--- src/shared/fcp_pwm_regs.vh ---
`ifndef FCP_PWM_REGS_VH
`define FCP_PWM_REGS_VH

// special register byte addresses
`define FCP_ADDR_WAVEFORM_CONTROL 8'ha1
`define FCP_ADDR_DUTY_CH0         8'ha2
`define FCP_ADDR_DUTY_CH1         8'ha3
`define FCP_ADDR_DUTY_CH2         8'ha4
`define FCP_ADDR_DUTY_CH3         8'ha5
`define FCP_ADDR_CH4_PERIOD       8'haa
`define FCP_ADDR_CH4_PULSE_WIDTH  8'hab
`define FCP_ADDR_DIVIDER0_LOW     8'hb1
`define FCP_ADDR_DIVIDER0_HIGH    8'hb2
`define FCP_ADDR_DIVIDER1_LOW     8'hb3
`define FCP_ADDR_DIVIDER1_HIGH    8'hb4

// waveform_control field positions
`define FCP_BIT_LOW_GROUP_POLARITY 7
`define FCP_BIT_CH4_POLARITY       6
`define FCP_BIT_UNIT_ENABLE        5
`define FCP_BIT_CH4_DRIVE_SELECT   4
`define FCP_LSB_LOW_GROUP_DRIVE    0

// reset values
`define FCP_RESET_BYTE    8'h00
`define FCP_RESET_DIVIDER 16'h0000

// halved system clock: one counting tick every this many cycles
`define FCP_HALF_RATE_CYCLES 2

`endif

--- src/hdl/fcp_pwm_unit.v ---
// Contract
// RULE_01 - shared low-group counter is 8 bits, wraps 255 back to 0.
// RULE_02 - channels 0-3 normal polarity: high while duty exceeds shared counter.
// RULE_03 - channels 0-3 normal polarity: low while duty at or below counter.
// RULE_04 - one polarity bit sets channels 0-3 together; zero is normal sense.
// RULE_05 - duty 00h/ffh constant-level claim conflicts with compare; compare is kept.
// RULE_06 - low group prescaler is 16 bits in two bytes; divides halved clock by n+1.
// RULE_07 - enable bit zero stops the unit, one runs it.
// RULE_08 - drive bits pick open-drain at zero, push-pull at one, per channel.
// RULE_09 - channel 4 has its own polarity bit, independent of channels 0-3.
// RULE_10 - channel 4 prescaler pair divides halved clock by divisor plus one.
// RULE_11 - channel 4 divisor zero clocks its counter at full halved rate.
// RULE_12 - channel 4 free-running 8-bit counter compares pulse width and period.
// RULE_13 - pulse width sits at abh, period at aah.
// RULE_14 - channel 4 goes low once counter reaches pulse width.
// RULE_15 - counter equal to period clears counter and drives output high.
// RULE_16 - enabling loads period and pulse width into working compare registers.
// RULE_17 - rewrites of divisor, width, period take effect at period end only.
// RULE_18 - software keeps period nonzero and above pulse width.
// RULE_19 - polarity one inverts outputs without changing any timing.
// RULE_20 - prescaler pulses once every divisor-plus-one halved-clock ticks, then restarts.
// RULE_21 - disabled: counters and prescalers cleared, outputs at inactive level.
`timescale 1ns/1ps
`include "fcp_pwm_regs.vh"

module fcp_pwm_unit (
  input  wire       clk_sys_in,
  input  wire       nrst_in,
  input  wire       ce_in,
  input  wire [7:0] sfr_addr_in,
  input  wire       sfr_wr_in,
  input  wire [7:0] sfr_wdata_in,
  output reg  [7:0] sfr_rdata_out,
  output reg  [4:0] pwm_level_out,
  output reg  [4:0] pwm_out_out,
  output reg  [4:0] pwm_oe_out
);

  reg  [7:0]  waveform_control_q;
  reg  [7:0]  duty_q [0:3];
  reg  [7:0]  ch4_period_q;
  reg  [7:0]  ch4_pulse_width_q;
  reg  [15:0] divider0_q;
  reg  [15:0] ch4_divider_q;

  reg         half_q;
  reg  [15:0] pre0_cnt_q;
  reg  [7:0]  grp_cnt_q;
  reg  [15:0] pre1_cnt_q;
  reg  [7:0]  ch4_cnt_q;
  reg  [15:0] ch4_div_work_q;
  reg  [7:0]  ch4_per_work_q;
  reg  [7:0]  ch4_pw_work_q;
  reg         ch4_running_q;

  reg  [7:0]  rdata_d;
  reg  [4:0]  level_d;
  reg  [4:0]  drive_d;
  integer     i;

  wire        unit_enable        = waveform_control_q[`FCP_BIT_UNIT_ENABLE];
  wire        low_group_polarity = waveform_control_q[`FCP_BIT_LOW_GROUP_POLARITY];
  wire        ch4_polarity       = waveform_control_q[`FCP_BIT_CH4_POLARITY];
  wire [3:0]  low_group_drive_select = waveform_control_q[`FCP_LSB_LOW_GROUP_DRIVE +: 4];
  wire        ch4_drive_select   = waveform_control_q[`FCP_BIT_CH4_DRIVE_SELECT];

  wire        wr_en   = ce_in & sfr_wr_in;
  // halved system clock tick
  wire        tick    = ce_in & half_q;
  wire        pre0_hit = (pre0_cnt_q == divider0_q);
  wire        adv0    = tick & pre0_hit;
  wire        pre1_hit = (pre1_cnt_q == ch4_div_work_q);
  wire        adv1    = tick & pre1_hit;
  wire        ch4_end = adv1 & (ch4_cnt_q == ch4_per_work_q);

  // pin drive: open drain only pulls low, push-pull drives both levels
  function [1:0] pin_drive;
    input level;
    input push_pull;
    begin
      if (push_pull) begin
        pin_drive = {level, 1'b1};
      end else begin
        pin_drive = {1'b0, ~level};
      end
    end
  endfunction

  // low-group compare: strict greater-than, forced inactive while stopped
  function low_level;
    input [7:0] duty;
    input [7:0] cnt;
    input       run;
    input       invert;
    begin
      low_level = ((duty > cnt) & run) ^ invert;
    end
  endfunction

  // prescaler next count, shared by both dividers
  function [15:0] pre_next;
    input [15:0] cnt;
    input        hit;
    begin
      if (hit) begin
        pre_next = `FCP_RESET_DIVIDER;
      end else begin
        pre_next = cnt + 16'h0001;
      end
    end
  endfunction

  // register writes
  always @(posedge clk_sys_in or negedge nrst_in) begin
    if (!nrst_in) begin
      waveform_control_q <= `FCP_RESET_BYTE;
      duty_q[0]          <= `FCP_RESET_BYTE;
      duty_q[1]          <= `FCP_RESET_BYTE;
      duty_q[2]          <= `FCP_RESET_BYTE;
      duty_q[3]          <= `FCP_RESET_BYTE;
      ch4_period_q       <= `FCP_RESET_BYTE;
      ch4_pulse_width_q  <= `FCP_RESET_BYTE;
    end else if (wr_en) begin
      case (sfr_addr_in)
        `FCP_ADDR_WAVEFORM_CONTROL: begin
          waveform_control_q <= sfr_wdata_in;
        end
        `FCP_ADDR_DUTY_CH0: begin
          duty_q[0] <= sfr_wdata_in;
        end
        `FCP_ADDR_DUTY_CH1: begin
          duty_q[1] <= sfr_wdata_in;
        end
        `FCP_ADDR_DUTY_CH2: begin
          duty_q[2] <= sfr_wdata_in;
        end
        `FCP_ADDR_DUTY_CH3: begin
          duty_q[3] <= sfr_wdata_in;
        end
        // RULE_13 channel 4 addresses
        `FCP_ADDR_CH4_PERIOD: begin
          ch4_period_q <= sfr_wdata_in;
        end
        `FCP_ADDR_CH4_PULSE_WIDTH: begin
          ch4_pulse_width_q <= sfr_wdata_in;
        end
        default: begin
        end
      endcase
    end
  end

  // divisor bytes; each half lands on its own, so a running divider may see a mixed value
  always @(posedge clk_sys_in or negedge nrst_in) begin
    if (!nrst_in) begin
      divider0_q    <= `FCP_RESET_DIVIDER;
      ch4_divider_q <= `FCP_RESET_DIVIDER;
    end else if (wr_en) begin
      case (sfr_addr_in)
        // RULE_06 divisor byte pair
        `FCP_ADDR_DIVIDER0_LOW: begin
          divider0_q[7:0] <= sfr_wdata_in;
        end
        `FCP_ADDR_DIVIDER0_HIGH: begin
          divider0_q[15:8] <= sfr_wdata_in;
        end
        // RULE_10 channel 4 divisor pair
        `FCP_ADDR_DIVIDER1_LOW: begin
          ch4_divider_q[7:0] <= sfr_wdata_in;
        end
        `FCP_ADDR_DIVIDER1_HIGH: begin
          ch4_divider_q[15:8] <= sfr_wdata_in;
        end
        default: begin
        end
      endcase
    end
  end

  // read mux, unmapped addresses read zero
  always @* begin
    case (sfr_addr_in)
      `FCP_ADDR_WAVEFORM_CONTROL: begin
        rdata_d = waveform_control_q;
      end
      `FCP_ADDR_DUTY_CH0: begin
        rdata_d = duty_q[0];
      end
      `FCP_ADDR_DUTY_CH1: begin
        rdata_d = duty_q[1];
      end
      `FCP_ADDR_DUTY_CH2: begin
        rdata_d = duty_q[2];
      end
      `FCP_ADDR_DUTY_CH3: begin
        rdata_d = duty_q[3];
      end
      `FCP_ADDR_CH4_PERIOD: begin
        rdata_d = ch4_period_q;
      end
      `FCP_ADDR_CH4_PULSE_WIDTH: begin
        rdata_d = ch4_pulse_width_q;
      end
      `FCP_ADDR_DIVIDER0_LOW: begin
        rdata_d = divider0_q[7:0];
      end
      `FCP_ADDR_DIVIDER0_HIGH: begin
        rdata_d = divider0_q[15:8];
      end
      `FCP_ADDR_DIVIDER1_LOW: begin
        rdata_d = ch4_divider_q[7:0];
      end
      `FCP_ADDR_DIVIDER1_HIGH: begin
        rdata_d = ch4_divider_q[15:8];
      end
      default: begin
        rdata_d = `FCP_RESET_BYTE;
      end
    endcase
  end

  // shared halved-clock phase; starting from zero puts the first tick two cycles after enable
  always @(posedge clk_sys_in or negedge nrst_in) begin
    if (!nrst_in) begin
      half_q <= 1'b0;
    end else if (ce_in) begin
      if (!unit_enable) begin
        half_q <= 1'b0;
      end else begin
        half_q <= ~half_q;
      end
    end
  end

  // low group: shared prescaler
  always @(posedge clk_sys_in or negedge nrst_in) begin
    if (!nrst_in) begin
      pre0_cnt_q <= `FCP_RESET_DIVIDER;
    end else if (ce_in) begin
      // RULE_07 RULE_21 hold cleared while stopped
      if (!unit_enable) begin
        pre0_cnt_q <= `FCP_RESET_DIVIDER;
      end else if (tick) begin
        // RULE_20 restart after each pulse
        pre0_cnt_q <= pre_next(pre0_cnt_q, pre0_hit);
      end
    end
  end

  // low group: shared 8-bit counter
  always @(posedge clk_sys_in or negedge nrst_in) begin
    if (!nrst_in) begin
      grp_cnt_q <= `FCP_RESET_BYTE;
    end else if (ce_in) begin
      if (!unit_enable) begin
        grp_cnt_q <= `FCP_RESET_BYTE;
      end else if (adv0) begin
        // RULE_01 natural 8-bit wrap
        grp_cnt_q <= grp_cnt_q + 8'h01;
      end
    end
  end

  // channel 4: own prescaler, counter and working copies
  always @(posedge clk_sys_in or negedge nrst_in) begin
    if (!nrst_in) begin
      pre1_cnt_q     <= `FCP_RESET_DIVIDER;
      ch4_cnt_q      <= `FCP_RESET_BYTE;
      ch4_div_work_q <= `FCP_RESET_DIVIDER;
      ch4_per_work_q <= `FCP_RESET_BYTE;
      ch4_pw_work_q  <= `FCP_RESET_BYTE;
      ch4_running_q  <= 1'b0;
    end else if (ce_in) begin
      if (!unit_enable) begin
        // RULE_21 cleared while stopped
        pre1_cnt_q    <= `FCP_RESET_DIVIDER;
        ch4_cnt_q     <= `FCP_RESET_BYTE;
        ch4_running_q <= 1'b0;
      end else if (!ch4_running_q) begin
        // RULE_16 load working copies on enable
        ch4_div_work_q <= ch4_divider_q;
        ch4_per_work_q <= ch4_period_q;
        ch4_pw_work_q  <= ch4_pulse_width_q;
        ch4_running_q  <= 1'b1;
      end else begin
        if (tick) begin
          // RULE_11 RULE_20 divisor zero hits every tick
          pre1_cnt_q <= pre_next(pre1_cnt_q, pre1_hit);
        end
        if (ch4_end) begin
          // RULE_15 period match clears counter
          ch4_cnt_q <= `FCP_RESET_BYTE;
          // RULE_17 new values only at period end
          ch4_div_work_q <= ch4_divider_q;
          ch4_per_work_q <= ch4_period_q;
          ch4_pw_work_q  <= ch4_pulse_width_q;
        end else if (adv1) begin
          // RULE_12 free-running counter
          ch4_cnt_q <= ch4_cnt_q + 8'h01;
        end
      end
    end
  end

  // compare levels and pin drive
  always @* begin
    level_d = 5'h00;
    drive_d = 5'h00;
    for (i = 0; i < 4; i = i + 1) begin
      // RULE_02 RULE_03 RULE_05 strict compare, 00h stays low
      // RULE_04 RULE_19 shared polarity inversion
      level_d[i] = low_level(duty_q[i], grp_cnt_q, unit_enable, low_group_polarity);
    end
    // RULE_14 RULE_15 high below width, low at or above
    // RULE_09 RULE_19 independent inversion
    level_d[4] = ((ch4_cnt_q < ch4_pw_work_q) & ch4_running_q) ^ ch4_polarity;
    // RULE_08 per-channel drive select
    drive_d = {ch4_drive_select, low_group_drive_select};
  end

  // registered read data, so reads add no path into the pins
  always @(posedge clk_sys_in or negedge nrst_in) begin
    if (!nrst_in) begin
      sfr_rdata_out <= `FCP_RESET_BYTE;
    end else if (ce_in) begin
      sfr_rdata_out <= rdata_d;
    end
  end

  // registered logical levels
  always @(posedge clk_sys_in or negedge nrst_in) begin
    if (!nrst_in) begin
      pwm_level_out <= 5'h00;
    end else if (ce_in) begin
      pwm_level_out <= level_d;
    end
  end

  // pin value and enable come from one function so they never disagree
  always @(posedge clk_sys_in or negedge nrst_in) begin
    if (!nrst_in) begin
      pwm_out_out <= 5'h00;
      pwm_oe_out  <= 5'h00;
    end else if (ce_in) begin
      {pwm_out_out[0], pwm_oe_out[0]} <= pin_drive(level_d[0], drive_d[0]);
      {pwm_out_out[1], pwm_oe_out[1]} <= pin_drive(level_d[1], drive_d[1]);
      {pwm_out_out[2], pwm_oe_out[2]} <= pin_drive(level_d[2], drive_d[2]);
      {pwm_out_out[3], pwm_oe_out[3]} <= pin_drive(level_d[3], drive_d[3]);
      {pwm_out_out[4], pwm_oe_out[4]} <= pin_drive(level_d[4], drive_d[4]);
    end
  end

endmodule

--- config.mk ---
export PLATFORM = sky130hd
export DESIGN_NAME = fcp_pwm_unit
export DESIGN_NICKNAME = d
export VERILOG_FILES = /design/src/hdl/fcp_pwm_unit.v
export VERILOG_INCLUDE_DIRS = /design/src /design/src/shared
export SDC_FILE = /design/constraint.sdc
export NUM_CORES = 1
export LEC_CHECK = 0
export BUFFER_PORTS_ARGS = -buffer_cell sky130_fd_sc_hd__buf_2
export CORE_MARGIN = 2
export CORE_UTILIZATION = 40
export DETAILED_ROUTE_END_ITERATION = 10
export PLACE_DENSITY_LB_ADDON = 0.12
export SLEW_MARGIN = 0
export SYNTH_ARGS = -nofsm -noshare
export SYNTH_HDL_FRONTEND = slang
export SYNTH_SLANG_ARGS = --single-unit
--- constraint.sdc ---
create_clock -name clk_sys_in -period 2.8 [get_ports clk_sys_in]
set_input_delay 0.14 -clock clk_sys_in [delete_from_list [all_inputs] [get_ports clk_sys_in]]
set_output_delay 0.14 -clock clk_sys_in [all_outputs]
set_load 0.005 [all_outputs]
==> results of run 1 <==
[cell usage in the layout (no fill, tap or decap), drive strengths merged, types with 6 or more instances in the layout]
cell and count:
dfrtp 193, mux2 120, buf 74, nor2 62
xnor2 53, nand2 47, ha 43, o21ai 38
inv 38, nand3 33, a21oi 31, nand4 30
clkbuf 19, xor2 16, nor2b 15, a22oi 12
nor3 12, mux2i 10, and3 9, o31ai 9
a21o 9, or3 6
[layout make-up]
type	count	share of cell area [%]
clock buffers	18	3.82
clock inverters	14	1.49
inverters	33	1.08
multi-input cells	639	43.7
flip-flops and latches	193	42.0
well taps	330	3.59
repair buffers	76	4.36
[metal layers]
layer  GRT usage, %  part of all wire (%)  wire length [um]
met1           30.4                    46             13300
met2           37.5                    48             14000
met3           3.15                   2.7               781
met4           8.73                   3.3               948
met5              0                     0                 0
[power groups by stage]
stage                     Sequential (mW)  Clock (mW)  Combinational (mW)
final                                3.25        2.57                1.61
after global routing                 3.29        2.73                1.80
after CTS                            3.25        2.62                1.62
after detailed placement             3.31           0                1.60
after global placement               3.30           0                1.59
after floorplan                      3.22           0                1.07
[cells in the mapped netlist, types with 5 or more instances]
master,count
and3_1,9
a21o_1,8
xnor2_1,53
nor2_1,59
nand2_1,46
or3_1,6
nand3_1,32
o31ai_1,9
mux2i_1,10
a21oi_1,31
o22ai_1,5
ha_1,43
dfrtp_1,193
o21ai_0,38
o211ai_1,5
buf_2,5
a221oi_1,5
a31oi_1,5
xor2_1,16
mux2_2,90
mux2_4,30
nor2b_1,15
clkbuf_1,25
a22oi_1,12
nor3_1,11
inv_1,32
nand4_1,30
a22o_1,5
[flip-flops by register name, indices dropped and copies added (netlist names), 8 cells and up]
name and cells:
grp_cnt_q 8, divider0_q 16, ch4_div_work_q 16, duty_q 24
pre0_cnt_q 16, ch4_pw_work_q 8, ch4_period_q 8, ch4_cnt_q 8
low_level.duty 8, pre1_cnt_q 16, ch4_divider_q 16, ch4_per_work_q 8
ch4_pulse_width_q 8, waveform_control_q 8, sfr_rdata_out 8
[through the flow]
stage	cell area (sq um)	util, %	hold WS (ns)
floorplan	10200	-	-0.156
global placement	10900	43.5	0.228
global route	11500	46.0	0.0963
detailed placement	10900	43.5	0.227
finish	11500	46.0	0.0753
CTS	11500	46.0	0.0502
[cell families after synthesis]
kind of cell | after synthesis | share of synthesized area (%)
multiplexers | 130 | 15.4
XOR/XNOR | 69 | 5.94
flip-flops | 193 | 47.5
buffers and inverters | 71 | 3.13
AO/OA/AOI/OAI | 157 | 10.5
AND/OR/NAND/NOR | 240 | 12.3
adder cells (fa/ha/maj) | 43 | 5.29
[worst max-delay path by stage]
stage / startpoint / endpoint / cells after the start / slack [ns]
detailed placement: pre1_cnt_q[10]$_DFFE_PN0P_ / ch4_div_work_q[4]$_DFFE_PN0P_ / 6 / 0.38
global route: pre1_cnt_q[10]$_DFFE_PN0P_ / ch4_div_work_q[8]$_DFFE_PN0P_ / 6 / 0.21
CTS: pre1_cnt_q[10]$_DFFE_PN0P_ / ch4_div_work_q[4]$_DFFE_PN0P_ / 6 / 0.35
floorplan: pre1_cnt_q[5]$_DFFE_PN0P_ / ch4_div_work_q[0]$_DFFE_PN0P_ / 8 / 0.67
finish: pre1_cnt_q[10]$_DFFE_PN0P_ / ch4_div_work_q[4]$_DFFE_PN0P_ / 6 / 0.32
global placement: pre1_cnt_q[10]$_DFFE_PN0P_ / ch4_div_work_q[10]$_DFFE_PN0P_ / 6 / 0.41
==> impl_metrics.csv, run 1 <==
group,metric,value,unit
power_and_ir_drop,p_clk_share,34.6,%
die,die_area,26700,sq um
die,die_h,163,um
cts,cts_sinks,193,
timing,worst_pin_slew,0.790,ns
finish,register_area,4830,sq um
cts,worstSkewPairLatency,0.45,ns
critical_path,reg2reg_slack,0.32,ns
critical_path,slowest_stage,"nor4_4",
synthesis,syn_nets,966,
critical_path,rr_endpoint,"ch4_div_work_q[4]$_DFFE_PN0P_",
synthesis,yosysSeqAreaShare,47.5,%
critical_path,critPathTopFamily,"simple AND/OR/NAND/NOR gates",
critical_path,critPathBufInv,0,
finish,layout-drive-gt1-share,25.4,%
power_and_ir_drop,combPwrFrac,21.6,%
timing,setup_slack,0.320,ns
placement,dp_worst_setup_slack,0.375,ns
critical_path,critPathRequiredTime,3.13,ns
global_routing,grt_pass1_wl,44900,um
placement,dp_cells,1270,
critical_path,cp-end-kind,"flip-flop",
timing,hold_viol_final,0,
detailed_routing,drt_pre_antenna_iters,4,
timing,fin_crit,2.48,ns
critical_path,cp-start-kind,"flip-flop",
synthesis,syn_area,10200,sq um
finish,syn2layout_area_growth,13.2,%
finish,diodes,0,
timing,max_freq,0.403,GHz
min_path,whs_endpoint,"half_q$_DFFE_PN0P_",
global_routing,globalRouteTotalUtil,22.7,%
placement,portBuffers,42,
placement,dp_hpwl,21300,um
cts,clockBufferDepth,2,
detailed_routing,drt_wl_total,29100,um
die,coreArea,25000,sq um
timing,relSlewSlack,47.2,%
synthesis,synth_top_cell_by_area,"dfrtp_1",
cts,cts_hold_buf,1,
synthesis,synth_area_leaders,"dfrtp_1 (48%), mux2_2 (10%), ha_1 (5.3%)",
critical_path,critPathArrivalTime,2.81,ns
finish,stdcell_count,1303,
synthesis,synthFlopType,"dfrtp_1",
critical_path,worstPathCellList,"xnor2_1 -> nand4_1 -> nor4_4 -> nand2_4 -> a21o_4 -> mux2_4",
critical_path,critPathKind,"reg -> reg",
global_routing,grt_overflow_total,0,
cts,htree_levels,4,
synthesis,synth_seq_cells,193,
cts,post-cts-setup-buffers,0,
cts,cts_buffers,17,
die,pin_count,43,
finish,multi_input_area,5030,sq um
cts,cts_root_buf,"clkbuf_16",
timing,clock_skew,0.0157,ns
finish,fill_cells,2336,
global_routing,grt_pass1_vias,7239,
power_and_ir_drop,p_seq_share,43.8,%
cts,cts_resized,0,
synthesis,synth_edf_count,0,
synthesis,ys_warn_count,0,
global_routing,grt_max_degree,79,
power_and_ir_drop,intPower,5.06,mW
detailed_routing,final_antenna_net_count,0,
cts,cts_tree,"built",
detailed_routing,wl_per_cell,22.3,um
die,start_util,40.6,%
timing,finalCritPeriodShare,88.6,%
detailed_routing,route.detailed.drc,0,
detailed_routing,via_per_inst,5.50,
timing,rsz0062_at_grt,"no",
die,row_count,58,
min_path,hold_path.class,"in -> reg",
placement,place_congestion,0.887,
power_and_ir_drop,p_leak,5.31,nW
die,fp.dieW,163,um
detailed_routing,vias,7172,
synthesis,synthCells,903,
power_and_ir_drop,power.total,7.43,mW
power_and_ir_drop,power_density,646,nW/um^2
detailed_routing,drt_iter0_markers,502,
critical_path,max_stage_delay,0.49,ns
power_and_ir_drop,vdd_drop_max,0.458,mV
critical_path,r2r_cells,6,
global_routing,antenna_found_initial,0,
cts,clk_pin_slew,0.08,ns
critical_path,rr_startpoint,"pre1_cnt_q[10]$_DFFE_PN0P_",
status,status,"finished clean",
synthesis,ys_async_sr_fraction,100,%
synthesis,synth_top_cell_area_share,47.5,%
power_and_ir_drop,power.switching,2.37,mW
power_and_ir_drop,switching_share,31.9,%
timing,fin_tns_setup,0,ns
finish,nets,1023,
timing,setup_violations,0,
min_path,hp-start,"ce_in",
timing,final_max_slew_viol_count,0,
critical_path,crit_fanout,32,
min_path,holdPathStages,2,
synthesis,synth.distinct_cells,67,
synthesis,syn_area_per_cell,11.3,sq um
job,cap_viol_max_count,0,
Note: power is estimated with default switching activity, not from simulation.
==> inputs of run 2 (changes only) <==
==> constraint.sdc (replaced) <==
create_clock -name clk_sys_in -period 2.4 [get_ports clk_sys_in]
set_input_delay 0.12 -clock clk_sys_in [delete_from_list [all_inputs] [get_ports clk_sys_in]]
set_output_delay 0.12 -clock clk_sys_in [all_outputs]
set_load 0.005 [all_outputs]
==> impl_metrics.csv, run 2 (synthesis results as in run 1) <==
group,metric,value,unit
status,status,"finished clean",
critical_path,critPathRequiredTime,2.72,ns
finish,final_cell_mix,"dfrtp_1 (193), mux2_2 (90), nor2_1 (59)",
cts,cts_tree,"built",
global_routing,globalRouteTotalUtil,22.6,%
power_and_ir_drop,p_leak,5.34,nW
die,start_util,40.6,%
finish,nets,1031,
cts,htree_levels,4,
finish,largest_reg_flops,24,
timing,fin_crit,2.26,ns
job,cap_viol_max_count,0,
die,coreArea,25000,sq um
cts,clk_pin_slew,0.08,ns
critical_path,rr_endpoint,"ch4_div_work_q[8]$_DFFE_PN0P_",
timing,setup_slack,0.143,ns
critical_path,reg2reg_slack,0.14,ns
cts,cts_buffers,17,
critical_path,cp-end-kind,"flip-flop",
min_path,holdPathStages,3,
timing,fin_tns_setup,0,ns
timing,rsz0062_at_grt,"no",
finish,largest_register,"duty_q",
timing,hold_viol_final,0,
power_and_ir_drop,vdd_drop_max,0.479,mV
global_routing,grt_pass1_vias,7276,
detailed_routing,via_per_inst,5.57,
die,row_count,58,
timing,clock_skew,0.0123,ns
timing,worst_pin_slew,0.595,ns
min_path,hp-start,"sfr_wdata_in[1]",
min_path,hold_path.class,"in -> reg",
placement,dp_hpwl,21600,um
critical_path,cp-start-kind,"flip-flop",
critical_path,rr_startpoint,"pre1_cnt_q[6]$_DFFE_PN0P_",
timing,final_max_slew_viol_count,0,
finish,final_common_cell,"dfrtp_1",
cts,worstSkewPairLatency,0.44,ns
detailed_routing,vias,7296,
die,pin_count,43,
finish,syn2layout_area_growth,13.4,%
timing,hold_slack,0.0891,ns
die,fp.dieW,163,um
critical_path,critPathKind,"reg -> reg",
global_routing,grt_max_degree,60,
timing,max_freq,0.443,GHz
detailed_routing,drt_wl_total,28700,um
global_routing,grt_overflow_total,0,
placement,dp_worst_setup_slack,0.141,ns
global_routing,grt_pass1_wl,44700,um
min_path,whs_endpoint,"waveform_control_q[1]$_DFFE_PN0P_",
cts,clockBufferDepth,2,
critical_path,crit_fanout,32,
finish,layout-drive-gt1-share,26.1,%
global_routing,antenna_found_initial,0,
die,die_area,26700,sq um
detailed_routing,route.detailed.drc,0,
detailed_routing,drt_pre_antenna_iters,5,
placement,place_congestion,0.978,
power_and_ir_drop,power.total,8.49,mW
timing,setup_violations,0,
detailed_routing,wl_per_cell,21.9,um
placement,portBuffers,42,
cts,cts_sinks,193,
finish,final_area,11500,sq um
critical_path,r2r_cells,6,
power_and_ir_drop,power_density,736,nW/um^2
timing,relSlewSlack,60.2,%
cts,cts_root_buf,"clkbuf_16",
timing,finalCritPeriodShare,94.0,%
die,die_h,163,um
critical_path,critPathArrivalTime,2.57,ns
detailed_routing,final_antenna_net_count,0,
finish,diodes,0,
detailed_routing,drt_iter0_markers,643,
finish,fill_cells,2350,
placement,place_area,10900,sq um
## run 2: cell count changes in the layout (fill, tap and decap cells not counted), moves of 2 or more
| cell | previous run | this run |
|---|---|---|
| bufinv_16 | 2 | 0 |
| inv_6 | 5 | 3 |
| inv_8 | 1 | 6 |
| inv_2 | 0 | 2 |
| buf_4 | 31 | 39 |
| inv_1 | 32 | 30 |
## run 2: layout make-up
| type | count | area [sq um] | share of cell area [%] |
|---|---|---|---|
| Inverter | 33 | 124 | 1.07 |
| Multi-Input combinational cell | 639 | 5030 | 43.6 |
| Clock inverter | 14 | 143 | 1.24 |
| Tap cell | 330 | 413 | 3.58 |
| Clock buffer | 18 | 429 | 3.72 |
| Timing Repair Buffer | 84 | 562 | 4.87 |
| Sequential cell | 193 | 4830 | 41.9 |
## run 2: layer usage
layer	wire length, um	part of all wire, %	vias to the layer above	global-route usage (%)
met3	922	3.2	52	3.81
met5	0	0	-	0
met4	1070	3.7	0	8.77
met2	13600	47	152	36.5
li1	-	-	3419	-
met1	13100	46	3673	30.3
## run 2: where the power goes
group | internal (mW) | switching [mW]
registers | 3.50 | 0.278
logic | 0.823 | 1.06
clock network | 1.39 | 1.43
## run 2: worst max path at each step
stage          cells past startpoint                 startpoint                            end  slack, ns
5_1_grt                            6  pre1_cnt_q[6]$_DFFE_PN0P_       ch4_cnt_q[3]$_DFFE_PN0P_      0.008
6_report                           6  pre1_cnt_q[6]$_DFFE_PN0P_  ch4_div_work_q[8]$_DFFE_PN0P_       0.14
4_1_cts                            6  pre1_cnt_q[6]$_DFFE_PN0P_  ch4_div_work_q[8]$_DFFE_PN0P_       0.12
3_3_place_gp                       9   grp_cnt_q[5]$_DFFE_PN0P_   pwm_level_out[1]$_DFFE_PN0P_       0.16
3_5_place_dp                       6  pre1_cnt_q[6]$_DFFE_PN0P_  ch4_per_work_q[4]$_DFFE_PN0P_       0.14
2_1_floorplan                      8  pre1_cnt_q[5]$_DFFE_PN0P_  ch4_div_work_q[0]$_DFFE_PN0P_       0.27
## run 2: critical path, cell delays in order (launching register included)
cell and delay, ns:
dfrtp_1 0.44, xnor2_1 0.23, nand4_1 0.21, nor4_4 0.39, nand2_4 0.07, a21o_4 0.41
mux2_4 0.36
## run 2: timing repair
action | in CTS | in global routing
endpoints found under the setup margin | 0 | 3
hold endpoints to repair | 55 | 0
hold buffers | 1 | 0
setup buffers | 0 | 0
resized for setup | 0 | 2
## run 2: through the flow
stage | util [%] | std cells
finish | 46.0 | 1311
detailed placement | 43.7 | 1278
floorplan | - | 903
global placement | 43.7 | 1278
CTS | 46.0 | 1311
global route | 46.0 | 1311
